==> src/srsv_pkg.sv <==
// Package: register map, field layout and shared types of the receive status block
package srsv_pkg;

  // APB register byte offsets
  localparam logic [7:0] OFF_STATUS   = 8'h00;  // receive_special_status (RO)
  localparam logic [7:0] OFF_VECRD    = 8'h04;  // interrupt_vector_readback (RO)
  localparam logic [7:0] OFF_VECWR    = 8'h08;  // vector_write_register (RW)
  localparam logic [7:0] OFF_CTRL     = 8'h0C;  // mode / parity / vectoring control (RW)
  localparam logic [7:0] OFF_CMD      = 8'h10;  // command_write_register (WO)
  localparam logic [7:0] OFF_DATA     = 8'h14;  // receive data, read pops head (RO)
  localparam logic [7:0] OFF_IRQ_STAT = 8'h18;  // sticky event status (RO)
  localparam logic [7:0] OFF_IRQ_EN   = 8'h1C;  // event enable (RW)
  localparam logic [7:0] OFF_IRQ_CLR  = 8'h20;  // event clear, write one (WO)

  // Status byte field positions
  localparam int BIT_ALL_SENT = 0;
  localparam int BIT_RES_LO   = 1;
  localparam int BIT_PAR      = 4;
  localparam int BIT_OVR      = 5;
  localparam int BIT_CRCF     = 6;
  localparam int BIT_EOF      = 7;

  // Control register field positions
  localparam int CTL_MODE_LO  = 0;   // two bits of mode
  localparam int CTL_PAR_EN   = 2;
  localparam int CTL_PAR_ODD  = 3;
  localparam int CTL_SAV      = 4;   // status-modified vectoring
  localparam int CTL_LEN_LO   = 5;   // two bits of character length
  localparam int CTL_IS_CHB   = 7;   // instance is the second channel

  // Command codes
  localparam logic [2:0] CMD_ERR_RESET = 3'h6;

  // Reset values
  localparam logic [7:0] RST_VECWR = 8'h00;
  localparam logic [7:0] RST_CTRL  = 8'h00;
  localparam logic [3:0] RST_IRQ   = 4'h0;

  // Receive queue depth (overrun beyond this)
  localparam int RX_DEPTH = 3;

  // Vector bits three..one for nothing pending, for receive available and for special receive
  localparam logic [2:0] VEC_NONE    = 3'h3;  // V3=0 V2=1 V1=1
  localparam logic [2:0] VEC_SPECIAL = 3'h7;
  localparam logic [2:0] VEC_RXAVAIL = 3'h6;

  // Residue codes for no residue per character length
  localparam logic [2:0] RES_NONE_8 = 3'h3;
  localparam logic [2:0] RES_NONE_7 = 3'h0;
  localparam logic [2:0] RES_NONE_6 = 3'h2;
  localparam logic [2:0] RES_NONE_5 = 3'h1;

  typedef enum logic [1:0] {
    SRSV_MODE_ASYNC = 2'h0,
    SRSV_MODE_SYNC  = 2'h1,
    SRSV_MODE_SDLC  = 2'h2
  } srsv_mode_t;

  typedef enum logic [1:0] {
    SRSV_LEN_5 = 2'h0,
    SRSV_LEN_7 = 2'h1,
    SRSV_LEN_6 = 2'h2,
    SRSV_LEN_8 = 2'h3
  } srsv_len_t;

  // One received character with its own status
  typedef struct packed {
    logic [7:0] data;
    logic       par_err;
    logic       ovr;
    logic       crcf;
    logic       eof;
    logic [2:0] residue;
  } srsv_char_t;

  // Receiver event input group
  typedef struct packed {
    logic       valid;
    logic [7:0] data;
    logic       par_bit;
    logic       frame_err;
    logic       crc_err;
    logic       end_flag;
    logic [3:0] rem_bits;   // I-field bits left over in last chars, 0 = none
  } srsv_rx_t;

endpackage

==> src/srsv_rx_queue.sv <==
// Receive character queue with overwrite-on-overrun of the newest entry
`timescale 1ns/1ps
module srsv_rx_queue #(
  parameter int DEPTH = 3
) (
  input  wire logic               clock,
  input  wire logic               sys_rst,
  input  wire logic               push,
  input  wire srsv_pkg::srsv_char_t push_char,
  input  wire logic               pop,
  output srsv_pkg::srsv_char_t    head,
  output logic                    not_empty,
  output logic                    overrun
);

  srsv_pkg::srsv_char_t mem_r [DEPTH];
  logic [1:0] rd_r;
  logic [1:0] wr_r;
  logic [2:0] cnt_r;
  logic       full;
  logic       do_pop;

  assign full      = (cnt_r == 3'(DEPTH));
  assign do_pop    = pop && (cnt_r != 3'h0);
  assign head      = mem_r[rd_r];
  assign not_empty = (cnt_r != 3'h0);
  assign overrun   = push && full && !do_pop;

  function automatic logic [1:0] inc(input logic [1:0] p);
    inc = (p == 2'(DEPTH - 1)) ? 2'h0 : p + 2'h1;
  endfunction

  // Overrun overwrites the newest slot and marks it
  always_ff @(posedge clock) begin
    if (sys_rst) begin
      rd_r  <= 2'h0;
      wr_r  <= 2'h0;
      cnt_r <= 3'h0;
    end else begin
      if (push && overrun) begin
        mem_r[(wr_r == 2'h0) ? 2'(DEPTH - 1) : wr_r - 2'h1] <=
          '{data: push_char.data, par_err: push_char.par_err, ovr: 1'b1,
            crcf: push_char.crcf, eof: push_char.eof, residue: push_char.residue};
      end else if (push) begin
        mem_r[wr_r] <= push_char;
        wr_r        <= inc(wr_r);
      end
      if (do_pop) begin
        rd_r <= inc(rd_r);
      end
      if (push && !overrun && !do_pop) begin
        cnt_r <= cnt_r + 3'h1;
      end else if (do_pop && !push) begin
        cnt_r <= cnt_r - 3'h1;
      end
    end
  end

endmodule // srsv_rx_queue

==> src/srsv_top.sv <==
// Receive special status and vector readback for one serial channel, APB slave
//
// Function
// - All-sent when transmitter drained; sync always set
// - Residue bits give I-field length at frame end
// - Eight-bit residue code table, bits right-justified
// - No-residue codes per character length
// - Parity error latched until error reset
// - Overrun flags overwritten char, then latches
// - Overrun char interrupts with special receive vector
// - Async framing error per char, half-bit extension
// - Sync/framed CRC bit follows each character
// - End-of-frame on closing flag, cleared or updated
// - Vector readback raw or status-modified
// - Vector shows highest pending; none gives 011
// - Vector readback exists only on second channel
//
// Our own choices: the register offsets and the APB interface to the registers.
`timescale 1ns/1ps
module srsv_top #(
  parameter int CLK_PER_BIT = 16
) (
  input  wire logic             clock,
  input  wire logic             sys_rst,
  input  wire logic             psel,
  input  wire logic             penable,
  input  wire logic             pwrite,
  input  wire logic [7:0]       paddr,
  input  wire logic [31:0]      pwdata,
  output logic [31:0]           prdata,
  output logic                  pready,
  output logic                  pslverr,
  input  wire srsv_pkg::srsv_rx_t rx_in,
  input  wire logic             tx_idle,
  output logic                  frame_stretch,
  output logic                  irq
);

  ////////////////////////////////////////////////////////////////////////////
  // Registers and decode

  logic [7:0]  vecwr_r;
  logic [7:0]  ctrl_r;
  logic [3:0]  irq_stat_r;
  logic [3:0]  irq_en_r;
  logic        par_lat_r;
  logic        ovr_lat_r;
  logic        crcf_r;
  logic        eof_r;
  logic        all_sent_r;
  logic        tx_idle_s1_r;
  logic        tx_idle_s2_r;
  logic [7:0]  stretch_cnt_r;
  logic        stretch_r;
  logic        irq_r;
  logic [31:0] prdata_r;
  logic        pready_r;
  logic        pslverr_r;

  srsv_pkg::srsv_mode_t mode;
  srsv_pkg::srsv_len_t  clen;
  srsv_pkg::srsv_char_t new_char;
  srsv_pkg::srsv_char_t head;
  logic        is_chb;
  logic        acc;
  logic        wr_acc;
  logic        rd_acc;
  logic        err_reset;
  logic        pop;
  logic        not_empty;
  logic        overrun;
  logic        par_bad;
  logic [7:0]  status_byte;
  logic [7:0]  vec_byte;
  logic [3:0]  evt;
  logic        hit;
  logic        sav;

  assign mode   = srsv_pkg::srsv_mode_t'(ctrl_r[srsv_pkg::CTL_MODE_LO +: 2]);
  assign clen   = srsv_pkg::srsv_len_t'(ctrl_r[srsv_pkg::CTL_LEN_LO +: 2]);
  assign is_chb = ctrl_r[srsv_pkg::CTL_IS_CHB];
  assign sav    = ctrl_r[srsv_pkg::CTL_SAV];

  // Zero-wait APB: answer registered one cycle after setup
  assign acc    = psel && penable && pready_r;
  assign wr_acc = acc && pwrite;
  assign rd_acc = acc && !pwrite;

  function automatic logic addr_ok(input logic [7:0] a, input logic chb);
    case (a)
      srsv_pkg::OFF_STATUS, srsv_pkg::OFF_VECWR, srsv_pkg::OFF_CTRL,
      srsv_pkg::OFF_CMD, srsv_pkg::OFF_DATA, srsv_pkg::OFF_IRQ_STAT,
      srsv_pkg::OFF_IRQ_EN, srsv_pkg::OFF_IRQ_CLR: addr_ok = 1'b1;
      srsv_pkg::OFF_VECRD: addr_ok = chb;
      default: addr_ok = 1'b0;
    endcase
  endfunction

  assign err_reset = wr_acc && (paddr == srsv_pkg::OFF_CMD)
                     && (pwdata[2:0] == srsv_pkg::CMD_ERR_RESET);
  assign pop       = rd_acc && (paddr == srsv_pkg::OFF_DATA);

  ////////////////////////////////////////////////////////////////////////////
  // Character status capture

  // Residue code from left-over I-field bits
  function automatic logic [2:0] residue_code(input logic [3:0] rem,
                                              input srsv_pkg::srsv_len_t l);
    logic [2:0] r;
    r = srsv_pkg::RES_NONE_8;
    if (rem == 4'h0) begin
      case (l)
        srsv_pkg::SRSV_LEN_8: r = srsv_pkg::RES_NONE_8;
        srsv_pkg::SRSV_LEN_7: r = srsv_pkg::RES_NONE_7;
        srsv_pkg::SRSV_LEN_6: r = srsv_pkg::RES_NONE_6;
        default:              r = srsv_pkg::RES_NONE_5;
      endcase
    end else begin
      // Eight-bit table, bit order (2,1,0), right-justified bits
      case (rem)
        4'h3:    r = 3'h4;
        4'h4:    r = 3'h2;
        4'h5:    r = 3'h6;
        4'h6:    r = 3'h1;
        4'h7:    r = 3'h5;
        4'h1:    r = 3'h7;
        4'h2:    r = 3'h0;
        default: r = 3'h3;
      endcase
    end
    residue_code = r;
  endfunction

  assign par_bad = ctrl_r[srsv_pkg::CTL_PAR_EN]
                   && ((^rx_in.data ^ rx_in.par_bit) != ctrl_r[srsv_pkg::CTL_PAR_ODD]);

  always_comb begin
    new_char         = '0;
    new_char.data    = rx_in.data;
    new_char.par_err = par_bad;
    new_char.crcf    = (mode == srsv_pkg::SRSV_MODE_ASYNC)
                       ? rx_in.frame_err : rx_in.crc_err;
    new_char.eof     = (mode == srsv_pkg::SRSV_MODE_SDLC) && rx_in.end_flag;
    new_char.residue = (mode == srsv_pkg::SRSV_MODE_SDLC) && rx_in.end_flag
                       ? residue_code(rx_in.rem_bits, clen)
                       : srsv_pkg::RES_NONE_8;
  end

  srsv_rx_queue #(
    .DEPTH (srsv_pkg::RX_DEPTH)
  ) u_queue (
    .clock     (clock),
    .sys_rst   (sys_rst),
    .push      (rx_in.valid),
    .push_char (new_char),
    .pop       (pop),
    .head      (head),
    .not_empty (not_empty),
    .overrun   (overrun)
  );

  // Latched error bits; set wins over error reset
  always_ff @(posedge clock) begin
    if (sys_rst) begin
      par_lat_r <= 1'b0;
      ovr_lat_r <= 1'b0;
    end else begin
      if (pop && not_empty && head.par_err) begin
        par_lat_r <= 1'b1;
      end else if (err_reset) begin
        par_lat_r <= 1'b0;
      end
      if (pop && not_empty && head.ovr) begin
        ovr_lat_r <= 1'b1;
      end else if (err_reset) begin
        ovr_lat_r <= 1'b0;
      end
    end
  end

  // Unlatched CRC/framing and end-of-frame, follow each head character
  always_ff @(posedge clock) begin
    if (sys_rst) begin
      crcf_r <= 1'b0;
      eof_r  <= 1'b0;
    end else if (pop && not_empty) begin
      crcf_r <= head.crcf;
      eof_r  <= head.eof;
    end else if (err_reset) begin
      crcf_r <= 1'b0;
      eof_r  <= 1'b0;
    end
  end

  // Framing error stretches the character by half a bit
  always_ff @(posedge clock) begin
    if (sys_rst) begin
      stretch_cnt_r <= 8'h00;
      stretch_r     <= 1'b0;
    end else if (rx_in.valid && rx_in.frame_err
                 && (mode == srsv_pkg::SRSV_MODE_ASYNC)) begin
      stretch_cnt_r <= 8'(CLK_PER_BIT / 2);
      stretch_r     <= 1'b1;
    end else if (stretch_cnt_r > 8'h01) begin
      stretch_cnt_r <= stretch_cnt_r - 8'h01;
    end else begin
      stretch_cnt_r <= 8'h00;
      stretch_r     <= 1'b0;
    end
  end

  // All-sent: synchronised transmitter idle in async, forced in sync
  // Synchroniser resets to the idle level, so all-sent does not dip
  // for two cycles after reset while the transmitter is empty
  always_ff @(posedge clock) begin
    if (sys_rst) begin
      tx_idle_s1_r <= 1'b1;
      tx_idle_s2_r <= 1'b1;
      all_sent_r   <= 1'b1;
    end else begin
      tx_idle_s1_r <= tx_idle;
      tx_idle_s2_r <= tx_idle_s1_r;
      all_sent_r   <= (mode != srsv_pkg::SRSV_MODE_ASYNC) || tx_idle_s2_r;
    end
  end

  // Status byte presents the head character's own flags
  always_comb begin
    status_byte = 8'h00;
    status_byte[srsv_pkg::BIT_ALL_SENT]    = all_sent_r;
    status_byte[srsv_pkg::BIT_RES_LO +: 3] = not_empty ? head.residue : srsv_pkg::RES_NONE_8;
    status_byte[srsv_pkg::BIT_PAR]         = par_lat_r || (not_empty && head.par_err);
    status_byte[srsv_pkg::BIT_OVR]         = ovr_lat_r || (not_empty && head.ovr);
    status_byte[srsv_pkg::BIT_CRCF]        = not_empty ? head.crcf : crcf_r;
    status_byte[srsv_pkg::BIT_EOF]         = not_empty ? head.eof : eof_r;
  end

  ////////////////////////////////////////////////////////////////////////////
  // Vector readback

  logic special_pending;
  assign special_pending = status_byte[srsv_pkg::BIT_OVR] || status_byte[srsv_pkg::BIT_PAR]
                           || status_byte[srsv_pkg::BIT_CRCF] || status_byte[srsv_pkg::BIT_EOF];

  always_comb begin
    vec_byte = vecwr_r;
    if (sav) begin
      if (special_pending) begin
        vec_byte[3:1] = srsv_pkg::VEC_SPECIAL;
      end else if (not_empty) begin
        vec_byte[3:1] = srsv_pkg::VEC_RXAVAIL;
      end else begin
        vec_byte[3:1] = srsv_pkg::VEC_NONE;
      end
    end
  end

  ////////////////////////////////////////////////////////////////////////////
  // Interrupt events: 0 overrun, 1 parity, 2 crc/framing, 3 end of frame

  // All-sent changes never enter here
  assign evt = {new_char.eof, new_char.crcf, new_char.par_err, 1'b0}
               & {4{rx_in.valid}} | {3'h0, overrun};
  assign hit = |(irq_stat_r & irq_en_r);

  always_ff @(posedge clock) begin
    if (sys_rst) begin
      irq_stat_r <= srsv_pkg::RST_IRQ;
    end else begin
      irq_stat_r <= (irq_stat_r & ~((wr_acc && paddr == srsv_pkg::OFF_IRQ_CLR)
                    ? pwdata[3:0] : 4'h0)) | evt;
    end
  end

  always_ff @(posedge clock) begin
    if (sys_rst) begin
      irq_r <= 1'b0;
    end else begin
      irq_r <= hit;
    end
  end

  ////////////////////////////////////////////////////////////////////////////
  // APB register write and read

  always_ff @(posedge clock) begin
    if (sys_rst) begin
      vecwr_r  <= srsv_pkg::RST_VECWR;
      ctrl_r   <= srsv_pkg::RST_CTRL;
      irq_en_r <= srsv_pkg::RST_IRQ;
    end else if (wr_acc) begin
      case (paddr)
        srsv_pkg::OFF_VECWR:  vecwr_r  <= pwdata[7:0];
        srsv_pkg::OFF_CTRL:   ctrl_r   <= pwdata[7:0];
        srsv_pkg::OFF_IRQ_EN: irq_en_r <= pwdata[3:0];
        default: ;
      endcase
    end
  end

  always_ff @(posedge clock) begin
    if (sys_rst) begin
      prdata_r  <= 32'h0000_0000;
      pready_r  <= 1'b0;
      pslverr_r <= 1'b0;
    end else begin
      pready_r  <= psel && !penable;
      pslverr_r <= psel && !penable && !addr_ok(paddr, is_chb);
      prdata_r  <= 32'h0000_0000;
      if (psel && !penable && !pwrite) begin
        case (paddr)
          srsv_pkg::OFF_STATUS:   prdata_r <= {24'h0, status_byte};
          srsv_pkg::OFF_VECRD:    prdata_r <= is_chb ? {24'h0, vec_byte} : 32'h0;
          srsv_pkg::OFF_VECWR:    prdata_r <= {24'h0, vecwr_r};
          srsv_pkg::OFF_CTRL:     prdata_r <= {24'h0, ctrl_r};
          srsv_pkg::OFF_DATA:     prdata_r <= {24'h0, head.data};
          srsv_pkg::OFF_IRQ_STAT: prdata_r <= {28'h0, irq_stat_r};
          srsv_pkg::OFF_IRQ_EN:   prdata_r <= {28'h0, irq_en_r};
          default:                prdata_r <= 32'h0000_0000;
        endcase
      end
    end
  end

  assign prdata        = prdata_r;
  assign pready        = pready_r;
  assign pslverr       = pslverr_r;
  assign irq           = irq_r;
  assign frame_stretch = stretch_r;

endmodule // srsv_top
==> config.mk <==
export PLATFORM = sky130hd
export DESIGN_NAME = srsv_top
export DESIGN_NICKNAME = d
export VERILOG_FILES = /design/src/srsv_pkg.sv /design/src/srsv_rx_queue.sv /design/src/srsv_top.sv
export SDC_FILE = /design/constraint.sdc
export NUM_CORES = 1
export LEC_CHECK = 0
export BUFFER_PORTS_ARGS = -buffer_cell sky130_fd_sc_hd__buf_2
export CORE_MARGIN = 10
export CORE_UTILIZATION = 45
export CTS_CLUSTER_SIZE = 14
export DETAILED_ROUTE_END_ITERATION = 16
export PLACE_DENSITY_LB_ADDON = 0.1
export RECOVER_POWER = 100
export SLEW_MARGIN = 20
export SYNTH_ARGS = -nofsm -noshare
export SYNTH_HDL_FRONTEND = slang
export SYNTH_SLANG_ARGS = --single-unit
==> constraint.sdc <==
create_clock -name clock -period 2.5 [get_ports clock]
set_input_delay 0.125 -clock clock [delete_from_list [all_inputs] [get_ports clock]]
set_output_delay 0.125 -clock clock [all_outputs]
set_load 0.01 [all_outputs]
==> flow_summary.ini <==
[run_status]
status = finished, final reports clean

[floorplanning]
row_count = 38
die_h_um = 125.1
start_util_pct = 45.86
dieArea_um2 = 15650
core-area_um2 = 10840
die_x_um = 125.1
pin_count = 99

[drt]
drtAntennaViolNets = 0
met2_wirelength_mm = 5.960
met1_length_mm = 5.371
drc = 0
route.met3.wl_um = 679
avgRoutedWirePerCell_um = 17.17
vias = 3694
routed_wl_mm = 12.14
drtPass1Iterations = 4
drt_iter0_markers = 244
viasPerCell = 5.225
topRoutingLayerUsed = met4

[cells_and_area]
num_antenna_cells = 0
drive_above_1_share_pct = 14.46
syn2layout_area_growth_pct = 15.50
num-fill-cells = 1036
final_cell_mix = dfxtp_1 (60), nor2_1 (50), nand2_1 (47)
final_common_cell = dfxtp_1
fin_nets = 633
layoutNonFillerInstCount = 707

[critical_path]
crit_path_start_kind = flop
r2r_start = u_queue.cnt_r[0]
path_cells = nor3_1 > or3_1 > o21ai_1 > mux2_1 > nor2_2 > buf_6
timing.rr.end = u_queue.mem_r[1][4]
required_ns = 2.58
r2r_slack_ns = 0.17
critPathKind = flop to flop
slowest_delay_ns = 0.45
cp-end-kind = flop
reg2reg_depth = 6
cp_max_fo = 15
crit_slowest_cell = dfxtp_1
arrival_ns = 2.41

[pwr]
power.switching_uw = 1041
internal_power_uw = 2662
p_clk_share_pct = 30.0
p_leak_uw = 0.002056
swShare_pct = 28.10
p_seq_share_pct = 52.9
ir_drop_v = 0.0005227
power_density_nw_per_um2 = 644.8
pwr-share-comb_pct = 17.1

[worst_hold_path]
hold_end = vecwr_r[0]
min_from = pwdata[0]
min_path_type = primary input to flop
holdPathStages = 3

[sta]
worst_slew_pin_slew_ns = 0.7641
rsz0062_at_grt = no
setup_violations = 0
post-route-period-util_pct = 93.18
maxSlewHeadroom_pct = 48.52
fin_crit_ns = 2.330
fmax_mhz = 429.3
clock_skew_ns = 0.01257
drv_slew = 0
hold_viol = 0
tns_ns = 0
setup_slack_ns = 0.1704

[cts]
cts_setup_buffers = 0
clk_latency_ns = 0.38
post_cts_resized = 0
htreeDepth = 3
cts_root_buf = clkbuf_8
cts_tree = built
cts.sinks = 105
clk_pin_slew_ns = 0.11
clock_path_buffers = 2
cts_buffers = 9

[global_route]
grt_pass1_wl_mm = 19.12
grt_overflow_total = 0
grt_pass1_vias = 3668
grt_start_max_net_pins = 40
antenna_found_initial = 0
grtUsageTotal_pct = 15.13

[placed_design]
gp_congestion = 0.8898
place_inst = 676
portBuffers = 50
post-place-ws_ns = 0.1665
hpwl_mm = 9.292

[synthesis]
synth_cell_type_count = 60
async_flop_share_pct = 0
synth_cells = 479
synth-seq-area-share_pct = 51.35
synth_area_per_cell_um2 = 10.38
synth-edff-count = 45
syn-cell-area_um2 = 4971
yosys_register_bits = 105
synth_ff_type = dfxtp_1
yosys_warnings = 0

[job]
drv_cap = 0
routing by layer:
| layer | GRT usage (%) | vias up |
|---|---|---|
| met5 | 0 | - |
| met4 | 4.336 | 0 |
| met3 | 3.676 | 10 |
| met2 | 25.24 | 93 |
| met1 | 19.03 | 1752 |
| li1 | - | 1839 |
how the worst max path moves through the flow:
stage | start | end | cells after the start
final | u_queue.cnt_r[0] | u_queue.mem_r[1][4] | 6
after global routing | u_queue.cnt_r[0] | u_queue.mem_r[1][5] | 6
after CTS | u_queue.cnt_r[0] | u_queue.mem_r[1][5] | 6
after detailed placement | u_queue.cnt_r[0] | u_queue.mem_r[1][13] | 6
after global placement | u_queue.cnt_r[0] | u_queue.mem_r[1][2] | 6
after floorplan | u_queue.cnt_r[0] | u_queue.cnt_r[2] | 10
layout make-up:
cell class              count  area, um^2  share of cell area, %
flip-flops and latches    105        2552                  44.45
clock inverters             6       83.83                  1.460
repair buffers             90       553.0                  9.632
well taps                 140       175.2                  3.051
clock buffers              10       127.6                  2.223
inverters                   8       30.03                 0.5230
multi-input cells         348        2220                  38.66
power groups by stage:
stage                     clock network, uW  registers [uW]  logic [uW]
final                                  1110            1960         633
after global routing                   1200            1970         706
after CTS                              1150            1960         651
after detailed placement                  0            2000         631
after global placement                    0            1990         612
after floorplan                           0            1980         469
critical path: cells and delay by family (launching register included):
family / cells / cell delay (ns)
compound gates: 1 / 0.41
buf+inv: 1 / 0.21
mux: 1 / 0.38
simple gates: 3 / 0.58
flops: 1 / 0.45
state kept, by name (all words and copies together) (netlist names), 3 cells and up, named ones only:
register,cells
ctrl_r,8
irq_en_r,4
irq_stat_r,4
prdata,8
stretch_cnt_r,8
u_queue.cnt_r,3
u_queue.mem_r,45
vecwr_r,8
logic make-up after synthesis:
group | synth area share, %
AOI/OAI and AO/OA | 10.92
xor gates and xnor gates | 2.920
adders and majority gates | 2.165
buffers and inverters | 5.688
DFF | 51.35
muxes | 9.690
other | 0.07544
and+or+nand+nor | 17.19
stage by stage:
stage / hold WS, ns / util (%) / power [uW] / area [um^2]
after floorplan: 0.2199 / - / 2452 / 5067
final: 0.05812 / 52.97 / 3702 / 5742
after global placement: 0.3106 / 50.42 / 2605 / 5465
after detailed placement: 0.3139 / 50.42 / 2626 / 5465
after global routing: 0.08400 / 52.97 / 3880 / 5742
after CTS: 0.03574 / 53.75 / 3760 / 5827
what timing repair did:
action | CTS | global route
hold buffers | 15 | 0
endpoints found under the setup margin | 0 | 0
hold endpoints to repair | 34 | 0
cells in the mapped netlist (5+ instances only):
library cell	instances	area, um^2
xnor2_1	12	105.1
a31oi_1	5	31.28
nor2b_1	7	43.79
clkbuf_1	13	48.80
buf_4	24	180.2
ha_1	7	87.58
a21oi_1	17	85.08
nand3_1	11	55.05
dfxtp_1	60	1201
nand2_1	47	176.4
mux2_2	8	90.09
o21ai_0	24	120.1
a22oi_1	8	60.06
mux2i_1	38	380.4
a2bb2oi_1	6	52.55
nor2_1	51	191.4
edfxtp_1	45	1351
nor3_1	11	55.05
inv_1	8	30.03
or3_1	6	37.54
Power figures use the tool's default switching activity.
